File: src/rtl/eeprom_defines.svh
//------------------------------------------------------------
// Shared constants
//------------------------------------------------------------
// Summary of operation
// - SDA falling while SCL high is a start; every command begins with one.
// - SDA rising while SCL high is a stop; after reads it means standby.
// - Data changes only while SCL low; high-time changes are start or stop.
// - Sample data on SCL rising edge, change driven data on SCL falling edge.
// - Transfers are eight bits; device pulls SDA low on the ninth clock.
// - Address word: four type bits, three select bits, one direction bit.
// - Three select bits must equal the three strapped select pins.
// - Floating select pins read as low in the comparison; the logic compares the pins as synchronised, with no pull-down.
// - Direction bit one means read, zero means write.
// - Matching address is acknowledged; mismatch is not, device idles until start.
// - Byte write: two address bytes, one data byte, each acknowledged, then stop.
// - Stop after write starts a timed cycle; device ignores everything meanwhile.
// - The timed write cycle finishes within three milliseconds.
// - Page write: up to sixty-three more data bytes, each acknowledged, then stop.
// - A short page writes only the bytes actually sent.
// - Array is 512 pages of 64 bytes, fifteen-bit word address.
// - Write-protect high blocks all writes; low allows normal writes.
// - Standby after power-up and after stop once internal work is done.
// - Only the low six address bits advance; page end wraps to page start.
// - No acknowledge to an address word until the write cycle ends.
`ifndef EEPROM_DEFINES_SVH
`define EEPROM_DEFINES_SVH
`define EE_MCLK_MHZ 125
`define EE_WR_TIME_US 3000
`define EE_WR_CYCLES (`EE_WR_TIME_US * `EE_MCLK_MHZ)
`define EE_TIMER_BITS 20
`define EE_ADDR_BITS 15
`define EE_PAGE_BITS 6
`define EE_PAGE_BYTES 64
`define EE_ACK_CNT 4'h8
`define EE_LAST_BIT 4'h7
`define EE_FIFO_DEPTH 16
`define EE_FIFO_WIDTH 14
`define EE_SEL_RESET 3'h0
`endif

File: src/rtl/eeprom_pkg.sv
package eeprom_pkg;
    typedef enum logic [2:0] {
        ST_IDLE = 3'h0,
        ST_DEVADDR = 3'h1,
        ST_ADDRHI = 3'h3,
        ST_ADDRLO = 3'h2,
        ST_DATA = 3'h6,
        ST_WRITING = 3'h7,
        ST_IGNORE = 3'h5
    } link_state_t;

    typedef struct packed {
        logic [2:0] sclS;
        logic [2:0] sdaS;
        logic [2:0] wpS;
        logic [2:0] sel1;
        logic [2:0] sel2;
        logic [2:0] sel3;
        logic sclF;
        logic sdaF;
        logic wpF;
        logic [2:0] selF;
        link_state_t state;
        logic [3:0] bitCnt;
        logic [7:0] shift;
        logic [14:0] addr;
        logic ackPend;
        logic oe;
        logic gotData;
        logic [63:0] mask;
        logic [19:0] timer;
        logic [6:0] copyIdx;
        logic standby;
        logic busy;
    } slave_state_t;
endpackage : eeprom_pkg

File: src/rtl/eeprom_slave_write.sv
`timescale 1ns/1ps
`include "eeprom_defines.svh"

//------------------------------------------------------------
// Byte FIFO between the serial receiver and the page buffer
//------------------------------------------------------------
module byte_fifo #(
    parameter int Width = `EE_FIFO_WIDTH,
    parameter int Depth = `EE_FIFO_DEPTH
) (
    // Clock and reset.
    input wire logic mclk,
    input wire logic rst_n,
    // Filling side.
    input wire logic inValid,
    output logic inReady,
    input wire logic [Width-1:0] inData,
    // Draining side.
    output logic outValid,
    input wire logic outReady,
    output logic [Width-1:0] outData
);
    localparam int PtrBits = $clog2(Depth);

    typedef struct packed {
        logic [PtrBits-1:0] wr;
        logic [PtrBits-1:0] rd;
        logic [PtrBits:0] count;
    } fifo_state_t;

    fifo_state_t q;
    fifo_state_t d;
    logic [Width-1:0] store [Depth];
    logic push;
    logic pop;

    // Full and empty come straight from the occupancy count.
    assign inReady = (q.count != (PtrBits+1)'(Depth));
    assign outValid = (q.count != '0);
    assign outData = store[q.rd];
    assign push = inValid && inReady;
    assign pop = outValid && outReady;

    // Pointer and count update.
    always_comb begin
        d = q;
        if (push) begin
            d.wr = q.wr + 1'b1;
        end
        if (pop) begin
            d.rd = q.rd + 1'b1;
        end
        if (push && !pop) begin
            d.count = q.count + 1'b1;
        end else if (pop && !push) begin
            d.count = q.count - 1'b1;
        end
    end

    // State register.
    always_ff @(posedge mclk or negedge rst_n) begin
        if (!rst_n) begin
            q <= '0;
        end else begin
            q <= d;
        end
    end

    // Storage has no reset; only written slots are ever read.
    always_ff @(posedge mclk) begin
        if (push) begin
            store[q.wr] <= inData;
        end
    end
endmodule : byte_fifo

//------------------------------------------------------------
// Write-side target logic of the serial EEPROM
//------------------------------------------------------------
module eeprom_slave_write
    import eeprom_pkg::*;
#(
    // Device type prefix; this value is arbitrary.
    parameter logic [3:0] DeviceType = 4'h5,
    parameter int unsigned WriteCycles = `EE_WR_CYCLES
) (
    // Clock and reset.
    input wire logic mclk,
    input wire logic rst_n,
    // Two-wire bus pins.
    input wire logic sclPin,
    input wire logic sdaIn,
    output logic sdaOut,
    output logic sdaOe,
    // Straps and protection.
    input wire logic [2:0] deviceSelectPins,
    input wire logic writeProtect,
    // Status.
    output logic standby,
    output logic writeBusy
);
    slave_state_t q;
    slave_state_t d;
    logic [7:0] pageBuf [`EE_PAGE_BYTES];
    logic [7:0] mem [2**`EE_ADDR_BITS];
    logic sclNew;
    logic sdaNew;
    logic sclRise;
    logic sclFall;
    logic startEvt;
    logic stopEvt;
    logic [7:0] rxByte;
    logic byteDone;
    logic fifoInValid;
    logic fifoInReady;
    logic fifoOutValid;
    logic drainReady;
    logic [13:0] fifoOut;
    logic copyWr;
    logic [5:0] copyOff;

    // A change counts only once the last two sync stages agree.
    function automatic logic agreed(input logic [2:0] s, input logic old);
        return (s[1] == s[2]) ? s[2] : old;
    endfunction : agreed

    assign sclNew = agreed(q.sclS, q.sclF);
    assign sdaNew = agreed(q.sdaS, q.sdaF);
    assign sclRise = sclNew && !q.sclF;
    assign sclFall = !sclNew && q.sclF;
    // SDA edges with SCL steady high are bus conditions.
    assign startEvt = q.sclF && sclNew && q.sdaF && !sdaNew;
    assign stopEvt = q.sclF && sclNew && !q.sdaF && sdaNew;
    // The bit is the filtered level seen together with the filtered rise. An acknowledge
    // released in that same cycle then cannot turn the next bit into a zero.
    assign rxByte = {q.shift[6:0], sdaNew};
    assign byteDone = sclRise && (q.bitCnt == `EE_LAST_BIT);
    assign fifoInValid = byteDone && (q.state == ST_DATA);
    // The copy owns the page buffer, so draining stalls while it runs.
    assign drainReady = !(q.state == ST_WRITING && q.copyIdx != '0);
    assign copyWr = (q.state == ST_WRITING) && !fifoOutValid && !q.copyIdx[6]
        && q.mask[q.copyIdx[5:0]];
    assign copyOff = q.copyIdx[5:0];

    byte_fifo #(
        .Width(`EE_FIFO_WIDTH),
        .Depth(`EE_FIFO_DEPTH)
    ) rxFifo (
        .mclk(mclk),
        .rst_n(rst_n),
        .inValid(fifoInValid),
        .inReady(fifoInReady),
        .inData({q.addr[5:0], rxByte}),
        .outValid(fifoOutValid),
        .outReady(drainReady),
        .outData(fifoOut)
    );

    //------------------------------------------------------------
    // Next-state logic
    //------------------------------------------------------------
    always_comb begin
        d = q;
        // Three-stage synchronisers; the first stage feeds only the second.
        d.sclS = {q.sclS[1:0], sclPin};
        d.sdaS = {q.sdaS[1:0], sdaIn};
        d.wpS = {q.wpS[1:0], writeProtect};
        d.sel1 = deviceSelectPins;
        d.sel2 = q.sel1;
        d.sel3 = q.sel2;
        d.sclF = sclNew;
        d.sdaF = sdaNew;
        d.wpF = agreed(q.wpS, q.wpF);
        d.selF = (q.sel2 == q.sel3) ? q.sel3 : q.selF;
        // Drained bytes land in the page buffer and mark their slot.
        if (fifoOutValid && drainReady) begin
            d.mask[fifoOut[13:8]] = 1'b1;
        end
        if (q.state == ST_WRITING) begin
            // Inputs are ignored for the whole timed cycle.
            d.timer = q.timer + 1'b1;
            if (!fifoOutValid && !q.copyIdx[6]) begin
                d.copyIdx = q.copyIdx + 1'b1;
            end
            if (q.timer == `EE_TIMER_BITS'(WriteCycles - 1)) begin
                d.state = ST_IDLE;
            end
        end else if (startEvt) begin
            d.state = ST_DEVADDR;
            d.bitCnt = '0;
            d.ackPend = 1'b0;
            d.oe = 1'b0;
        end else if (stopEvt) begin
            d.oe = 1'b0;
            d.ackPend = 1'b0;
            if (q.state == ST_DATA && q.gotData && !q.wpF) begin
                d.state = ST_WRITING;
                d.timer = '0;
                d.copyIdx = '0;
            end else begin
                d.state = ST_IDLE;
            end
        end else if (q.state != ST_IDLE && q.state != ST_IGNORE) begin
            if (sclRise) begin
                if (q.bitCnt == `EE_ACK_CNT) begin
                    d.bitCnt = '0;
                end else begin
                    d.bitCnt = q.bitCnt + 1'b1;
                    d.shift = rxByte;
                end
            end
            if (byteDone) begin
                unique case (q.state)
                    ST_DEVADDR: begin
                        // Prefix and straps must both match.
                        if (rxByte[7:4] == DeviceType && rxByte[3:1] == q.selF) begin
                            d.ackPend = 1'b1;
                            d.state = rxByte[0] ? ST_IGNORE : ST_ADDRHI;
                        end else begin
                            d.state = ST_IGNORE;
                        end
                    end
                    ST_ADDRHI: begin
                        d.addr[14:8] = rxByte[6:0];
                        d.ackPend = 1'b1;
                        d.state = ST_ADDRLO;
                    end
                    ST_ADDRLO: begin
                        d.addr[7:0] = rxByte;
                        d.ackPend = 1'b1;
                        d.state = ST_DATA;
                        d.gotData = 1'b0;
                        d.mask = '0;
                    end
                    ST_DATA: begin
                        // A full queue withholds the acknowledge.
                        if (fifoInReady) begin
                            d.ackPend = 1'b1;
                            d.gotData = 1'b1;
                            d.addr[5:0] = q.addr[5:0] + 1'b1;
                        end
                    end
                    default: begin
                        d.state = ST_IDLE;
                    end
                endcase
            end
            // Drive and release happen on falling edges only.
            if (sclFall && q.ackPend && q.bitCnt == `EE_ACK_CNT) begin
                d.oe = 1'b1;
                d.ackPend = 1'b0;
            end else if (sclFall && q.oe && q.bitCnt == '0) begin
                d.oe = 1'b0;
            end
        end
        // A refused address releases the line at the next falling edge.
        if (q.state == ST_IGNORE && sclFall) begin
            d.oe = 1'b0;
            d.ackPend = 1'b0;
        end
        if (q.state == ST_IGNORE && q.ackPend && sclFall) begin
            d.oe = 1'b1;
        end
        d.standby = (d.state == ST_IDLE);
        d.busy = (d.state == ST_WRITING);
    end

    //------------------------------------------------------------
    // Registers and storage
    //------------------------------------------------------------
    // State register; straps are caught by the clocked path after release.
    always_ff @(posedge mclk or negedge rst_n) begin
        if (!rst_n) begin
            q <= '0;
            q.sclS <= 3'h7;
            q.sdaS <= 3'h7;
            q.sclF <= 1'b1;
            q.sdaF <= 1'b1;
            q.selF <= `EE_SEL_RESET;
            q.state <= ST_IDLE;
            q.standby <= 1'b1;
        end else begin
            q <= d;
        end
    end

    // Page buffer fill and array commit.
    always_ff @(posedge mclk) begin
        if (fifoOutValid && drainReady) begin
            pageBuf[fifoOut[13:8]] <= fifoOut[7:0];
        end
        if (copyWr) begin
            mem[{q.addr[14:6], copyOff}] <= pageBuf[copyOff];
        end
    end

    assign sdaOut = 1'b0;
    assign sdaOe = q.oe;
    assign standby = q.standby;
    assign writeBusy = q.busy;
endmodule : eeprom_slave_write

File: config.mk
export PLATFORM = sky130hd
export DESIGN_NAME = eeprom_slave_write
export DESIGN_NICKNAME = d
export VERILOG_FILES = /design/src/rtl/eeprom_pkg.sv /design/src/rtl/eeprom_slave_write.sv
export VERILOG_INCLUDE_DIRS = /design/src /design/src/rtl
export SDC_FILE = /design/constraint.sdc
export NUM_CORES = 1
export LEC_CHECK = 0
export ABC_AREA = 1
export ABC_CLOCK_PERIOD_IN_PS = 3200
export BUFFER_PORTS_ARGS = -buffer_cell sky130_fd_sc_hd__buf_2
export CAP_MARGIN = 20
export CORE_MARGIN = 8
export CORE_UTILIZATION = 45
export DETAILED_ROUTE_END_ITERATION = 8
export GPL_ROUTABILITY_DRIVEN = 1
export HOLD_SLACK_MARGIN = 0.15
export PLACE_DENSITY = 0.71
export SYNTH_ARGS = -nofsm -noshare
export SYNTH_HDL_FRONTEND = slang
export SYNTH_SLANG_ARGS = --single-unit
File: constraint.sdc
create_clock -name mclk -period 3.2 [get_ports mclk]
set_clock_uncertainty 0.05 [all_clocks]
set_input_delay 0.16 -clock mclk [delete_from_list [all_inputs] [get_ports mclk]]
set_output_delay 0.16 -clock mclk [all_outputs]
set_load 0.01 [all_outputs]
# Word level (Yosys, flattened, before mapping)

Memories as Yosys holds them, arrays and structs flattened.
Cells that the tools add are included.

Bits in registers: 163
RAM bits: 224
Memories kept: 1
Output and inout bits: 4
Logic and storage cells: 190
Input bits: 8

Memories:

| memory       | depth | width | read ports | clocked after memory_dff | wr ports | RTL line                 | text |
|---|---|---|---|---|---|---|---|
| rxFifo.store | 16    | 14    | 1          | 0                        | 1        | eeprom_slave_write.sv:33 | `logic [Width-1:0] store [Depth];` |

$lt $le $gt $ge: 2
Eq/ne operators: 31
Reduce and logical (&&, ||, !) cells: 64
Add/sub/neg operators: 8
Multiplexer cells: 52
Bitwise operators: 5

Operators with widths:

| kind                    | number |
|---|---|
| $mux W65                | 2 |
| $mux W64                | 2 |
| $mux W27                | 4 |
| $mux W97                | 1 |
| $mux W92                | 1 |
| $mux W16                | 5 |
| $mux W67                | 1 |
| $or A64 B64 Y64         | 1 |
| $mux W7                 | 4 |
| $logic_and A1 B1 Y1     | 27 |
| $reduce_and A6 Y1       | 4 |
| $mux W3                 | 7 |
| $add A20 B1 Y20 const B | 1 |
| $eq A20 B19 Y1 const B  | 1 |
| $reduce_bool A5 Y1      | 3 |
| $reduce_and A7 Y1       | 2 |
| $reduce_bool A7 Y1      | 2 |
| $add A4 B1 Y4 const B   | 3 |
| $eq A3 B3 Y1 const B    | 4 |
| $mux W12                | 1 |
| $ne A6 B5 Y1 const B    | 2 |
| $pmux W3 S4             | 1 |
| $pmux W6 S2             | 1 |
| $reduce_bool A2 Y1      | 6 |
| other kinds (38)        | 76 |

# Depth between registers and ports, before layout

Word-level depth: 16
Mapped depth: 16
Gate-level depth less buffers: 16

# Cells and area by module

A second synthesis with hierarchy kept.

Cell total of the unflattened synthesis: 1455
Area, all modules: 14101.0 µm²

Modules (own cells, without submodules):

| module             | times used | area each (µm²) | sequential area each (µm²) | cells each |
|---|---|---|---|---|
| byte_fifo          | 1          | 10264.8         | 7051.8                     | 994 |
| eeprom_slave_write | 1          | 3836.2          | 1913.1                     | 461 |

# Worst setup path before layout

No wires, ideal clock.

Kind: register to register
From: reg q (netlist bit d[149])
To: reg rxFifo.q[4] (netlist name)
Period minus slack after synthesis: 2.735 ns
Setup time: 0.125 ns
Arrival time: 2.560 ns
Path slack: 0.465 ns
Required time: 3.025 ns
Cell stages (with the launch flop): 16
Buffers on the path: 0
Path through: dfstp_2 nand2_1 nor2_2 nand2_2 nor3_1 nand2_1 nor2_1 ha_1 inv_1 fa_1 and3_1 a211oi_1 nand2_1 nand2_1 nor2_1 xor2_1

Longest elaborated chain between the ends: 9
Elaborated cells on any way between the ends: 11
Classes of those cells: 1 x eq/ne; 2 x mux; 8 x reduce/logical

Ends and longest elaborated chain:

| element                      | RTL line                  | text |
|---|---|---|
| start, declared              | eeprom_slave_write.sv:102 | `slave_state_t q;` |
| $eq A1 B1 Y1 (*)             | eeprom_slave_write.sv:124 | `return (s[1] == s[2]) ? s[2] : old;` |
| $mux W1 (*)                  | eeprom_slave_write.sv:124 |  |
| $logic_and A1 B1 Y1 (*)      | eeprom_slave_write.sv:129 | `assign sclRise = sclNew && !q.sclF;` |
| $logic_and A1 B1 Y1 (*)      | eeprom_slave_write.sv:137 | `` assign byteDone = sclRise && (q.bitCnt == `EE_LAST_BIT); `` |
| $logic_and A1 B1 Y1 (*)      | eeprom_slave_write.sv:138 | `assign fifoInValid = byteDone && (q.state == ST_DATA);` |
| $logic_and A1 B1 Y1 (*)      | eeprom_slave_write.sv:41  | `assign push = inValid && inReady;` |
| $logic_not A1 Y1             | eeprom_slave_write.sv:55  | `end else if (pop && !push) begin` |
| $logic_and A1 B1 Y1          | eeprom_slave_write.sv:55  |  |
| $reduce_bool A2 Y1 (no line) | -                         |  |
| end signal, assigned         | eeprom_slave_write.sv:63  | `q <= '0;` |
| end signal, assigned         | eeprom_slave_write.sv:65  | `q <= d;` |
| end, declared                | eeprom_slave_write.sv:31  | `fifo_state_t q;` |

Mark *: on every way between the ends. The rest lies on a longest branch, timed or not.
A chain may end at the register's enable or synchronous reset.

# Final worst setup path

Same ends and word-level chain as after synthesis.

==> results.txt <==
The H-tree level count was 3; the die width was 110 um. At the end of routability-driven placement, the weighted congestion stood at 0.842. Synthesis produced 476 cells.

The run finished with clean final reports. The HPWL after detailed placement is 5380 um. The worst setup path is captured at a flip-flop. The primary flip-flop cell chosen by synthesis mapping is dfrtp_1. The via count of the first global-routing pass is 3010, and the combined area of all synthesized cells is 3950 sq um.

Summing all non-filler instances in the final layout gives an area of 4390 sq um. Adding up every negative setup slack in the final design gives 0 ns. The library cell used most frequently in the layout, excluding fill and tap cells, is nand2_1.

Counting the buffers created by CTS gives 9. The run gives 1890 sq um as the sequential cell area. The share of synthesized flip-flops with an asynchronous set or reset is 1.00. The slack of the worst reg-to-reg path is 0.27 ns, and the I/O pin total is 12. Yosys printed 0 warnings. Input and output buffers added on the ports amount to 10. The number of antenna violations at the first check in global routing is 0, and the cell area after placement is 4100 sq um. After floorplanning, the core was divided into 34 placement rows.

The analysis attributes to cell leakage a power of 2.09 nW. For this design, the sink count on the clock tree is 75. In this run, synthesis inferred 0 flip-flops with an integrated enable. The final setup violation count is 0, and the worst reg-to-reg path cell count is 15.

For the number of max-slew violations in the final report, the log shows 0. The worst-path maximum fanout came out at 5. The part of the power in combinational logic was 0.307.

After clock tree synthesis, the clock-pin slew on the worst setup and hold paths is 0.09 ns. The ratio of routed vias to standard cells is 5.15. The worst setup path startpoint was d[149]$_DFF_PN1_.

The core region is 8640 sq um. At the worst endpoint, the arrival time is 3.12 ns. The routed via count came out at 3149. For the pin with the worst max-slew slack, the measured transition is 0.917 ns. The part of the total power dissipated in the clock network is 0.267, and the required time of the worst setup path is 3.40 ns.

Effective utilization at floorplan: 0.457. The count of nets left with antenna violations once routing finished came out at 0. In this run the critical register-to-register path is launched from d[149]$_DFF_PN1_.

The analysis attributes to net switching a power of 1.16 mW. The final cycle utilization of the critical path was 0.915; the highest clock rate was 0.342 GHz. The run gives 805 as the number of fill cells in the layout. The logs give 0 for the total DRC errors in the routed layout and 0.000468 V for the maximum vdd ir drop. The global-route usage over all layers came out at 0.136. The mean post-synth cell area was 8.30 sq um; the total detailed-routing wirelength was 7500 um.

Number of inserted diodes: 0. After synthesis the netlist holds a flip-flop and latch count of 75. The number of nets in the finished design was 517; the violation count after the first detailed-routing iteration was 211. The critical path is of the flip-flop to flip-flop type. When the netlist entered floorplanning its net count stood at 494. The kind of start point of the critical path was a flip-flop. CTS placed an instance of clkbuf_8 at the clock tree root. The register area share after synthesis is 0.478, and the net switching share of the total power is 0.391. The run gives 0 as the overall overflow remaining after global route. The tools report the first-pass detailed-route iteration total as 5. The tools report the die footprint as 12000 sq um. In this run the worst hold path is classified as flip-flop to flip-flop. The area growth from synthesis to layout is 11.1%.

The tools report the internal power summed over all cells as 1.80 mW. The routed design could run at a clock period as short as 2.93 ns. The destination of the worst register-to-register timing path is rxFifo.q[4]$_DFFE_PN0P_. Leaving out fill and tap cells, the most frequent cells in the layout are 112 x nand2_1, 66 x dfrtp_1, 51 x inv_1. The tools report the hold violation count in the final report as 0.

The tools report the sequential share of power as 0.426. In this run the deepest clock path goes through 2 buffers. The netlist uses 49 different library cells. Cell type with the highest aggregate area in the netlist: dfrtp_1. The first global-routing pass estimated 13100 um of wire. In the final layout, the multi-input gates occupy 1790 sq um. The die outline height was 110 um.

The fraction of layout cells with a size suffix above 1 was 0.157. Setup repair after global routing left no endpoint under its margin. TritonCTS built the clock tree. Sorting the synthesized cells by area gives the leading types as dfrtp_1 42%, nand2_1 11%, dfstp_2 6.0%, inv_1 4.8%, nor2_1 4.3%. The normalized max-slew margin is 0.389.

The portion of synthesized cell area occupied by the leading cell type is 0.418. Entering global routing, the biggest net connects 76 pins. The clock latency of the later-clocked register in the worst-skew pair was 0.36 ns. The average wire per standard cell was 12.3 um; the power per unit of standard cell area was 674 nW/um^2. Endpoint of the most critical setup path: rxFifo.q[4]$_DFFE_PN0P_. Across the run, the number of max-cap violations was 0.
==> worst min path at each step <==
stage / slack (ns) / endpoint / start / cells past startpoint
2_1_floorplan: -0.19 / copyOff[0]$_DFFE_PN0P_ / rst_n / 0
3_3_place_gp: 0.22 / d[145]$_DFF_PN1_ / sdaIn / 1
3_5_place_dp: 0.22 / d[145]$_DFF_PN1_ / sdaIn / 1
4_1_cts: 0.31 / d[143]$_DFF_PN0_ / d[142]$_DFF_PN0_ / 0
5_1_grt: 0.31 / d[143]$_DFF_PN0_ / d[142]$_DFF_PN0_ / 0
6_report: 0.30 / d[143]$_DFF_PN0_ / d[142]$_DFF_PN0_ / 0
==> timing repair <==
action	in CTS	in global routing
endpoints found under the hold margin	72	0
buffers inserted	0	0
gates resized for setup	0	1
endpoints found under the setup margin	0	1
hold buffers	7	0
==> logic make-up after synthesis <==
family / Yosys count / share of synthesized area
AND/OR/NAND/NOR: 238 / 0.276
flip-flops: 75 / 0.478
AO/OA/AOI/OAI: 74 / 0.116
buffers and inverters: 67 / 0.0703
adder cells (fa/ha/maj): 11 / 0.0361
XOR/XNOR: 9 / 0.0200
other: 1 / 0.000950
multiplexers: 1 / 0.00253
==> layout make-up <==
class | count | area share
sequential | 75 | 0.430
inverter | 61 | 0.0531
tap | 108 | 0.0308
clock buffer | 9 | 0.0282
timing repair buffer | 18 | 0.0297
clock inverter | 7 | 0.0203
multi-input combinational | 334 | 0.408
==> synth_stat cells, types with 2 or more instances <==
library cell	count
a31oi_1	3
nor4_1	2
nor2_1	45
nand4_1	9
inv_2	8
o21a_1	2
dfrtp_1	66
nor3_1	9
nand3_1	30
a22oi_1	2
xnor2_1	3
or2_2	3
nand2_2	8
o22ai_1	3
o31ai_1	3
buf_6	2
nor2_2	5
nor2_4	4
inv_1	51
xor2_1	6
o21ai_2	5
a21oi_1	24
nand3_2	2
dfstp_2	9
ha_1	9
buf_2	3
nand3b_1	5
nand2_1	112
o21ai_0	23
==> critical path: stages, from the launching register on <==
cell and delay, ns:
dfstp_2 0.55, nand2_1 0.08, nor2_2 0.21, nand2_2 0.14, nor3_2 0.16, nand2_1 0.09, nor2_1 0.10, ha_1 0.19
inv_1 0.11, fa_1 0.40, and3_1 0.16, a211oi_1 0.24, nand2_1 0.09, nand2_1 0.07, nor2_1 0.05, xor2_1 0.13
==> power groups by stage <==
stage | combinational (mW) | sequential (mW) | clock, mW
2_1_floorplan | 0.711 | 1.25 | 0
3_3_place_gp | 0.874 | 1.27 | 0
3_5_place_dp | 0.899 | 1.28 | 0
4_1_cts | 0.914 | 1.26 | 0.806
5_1_grt | 1.04 | 1.28 | 0.839
6_report | 0.908 | 1.26 | 0.790
==> state kept, by name, summed over array words and instances, names as in the netlist <==
| register | cells |
|---|---|
| d | 12 |
| rxFifo.q | 5 |
| writeBusy | 1 |
| copyOff | 6 |
| standby | 1 |
| q | 49 |
| sdaOe | 1 |
==> metrics by stage <==
stage          worst slack, ns  instances  hold WS (ns)   util  power, mW
4_1_cts                  0.202        612         0.306  0.507       2.98
3_3_place_gp             0.321        589         0.216  0.475       2.14
6_report                 0.273        612         0.303  0.508       2.95
5_1_grt                 0.0147        612         0.314  0.508       3.16
2_1_floorplan            0.465        476        -0.186      -       1.96
3_5_place_dp             0.232        589         0.217  0.475       2.17
==> routing by layer <==
metal	share of wire	vias up	global-route usage
met4	0.019	0	0.0501
li1	-	1604	-
met2	0.47	41	0.222
met3	0.028	12	0.0334
met1	0.49	1492	0.171
met5	0	-	0
Power figures use the tool's default switching activity.
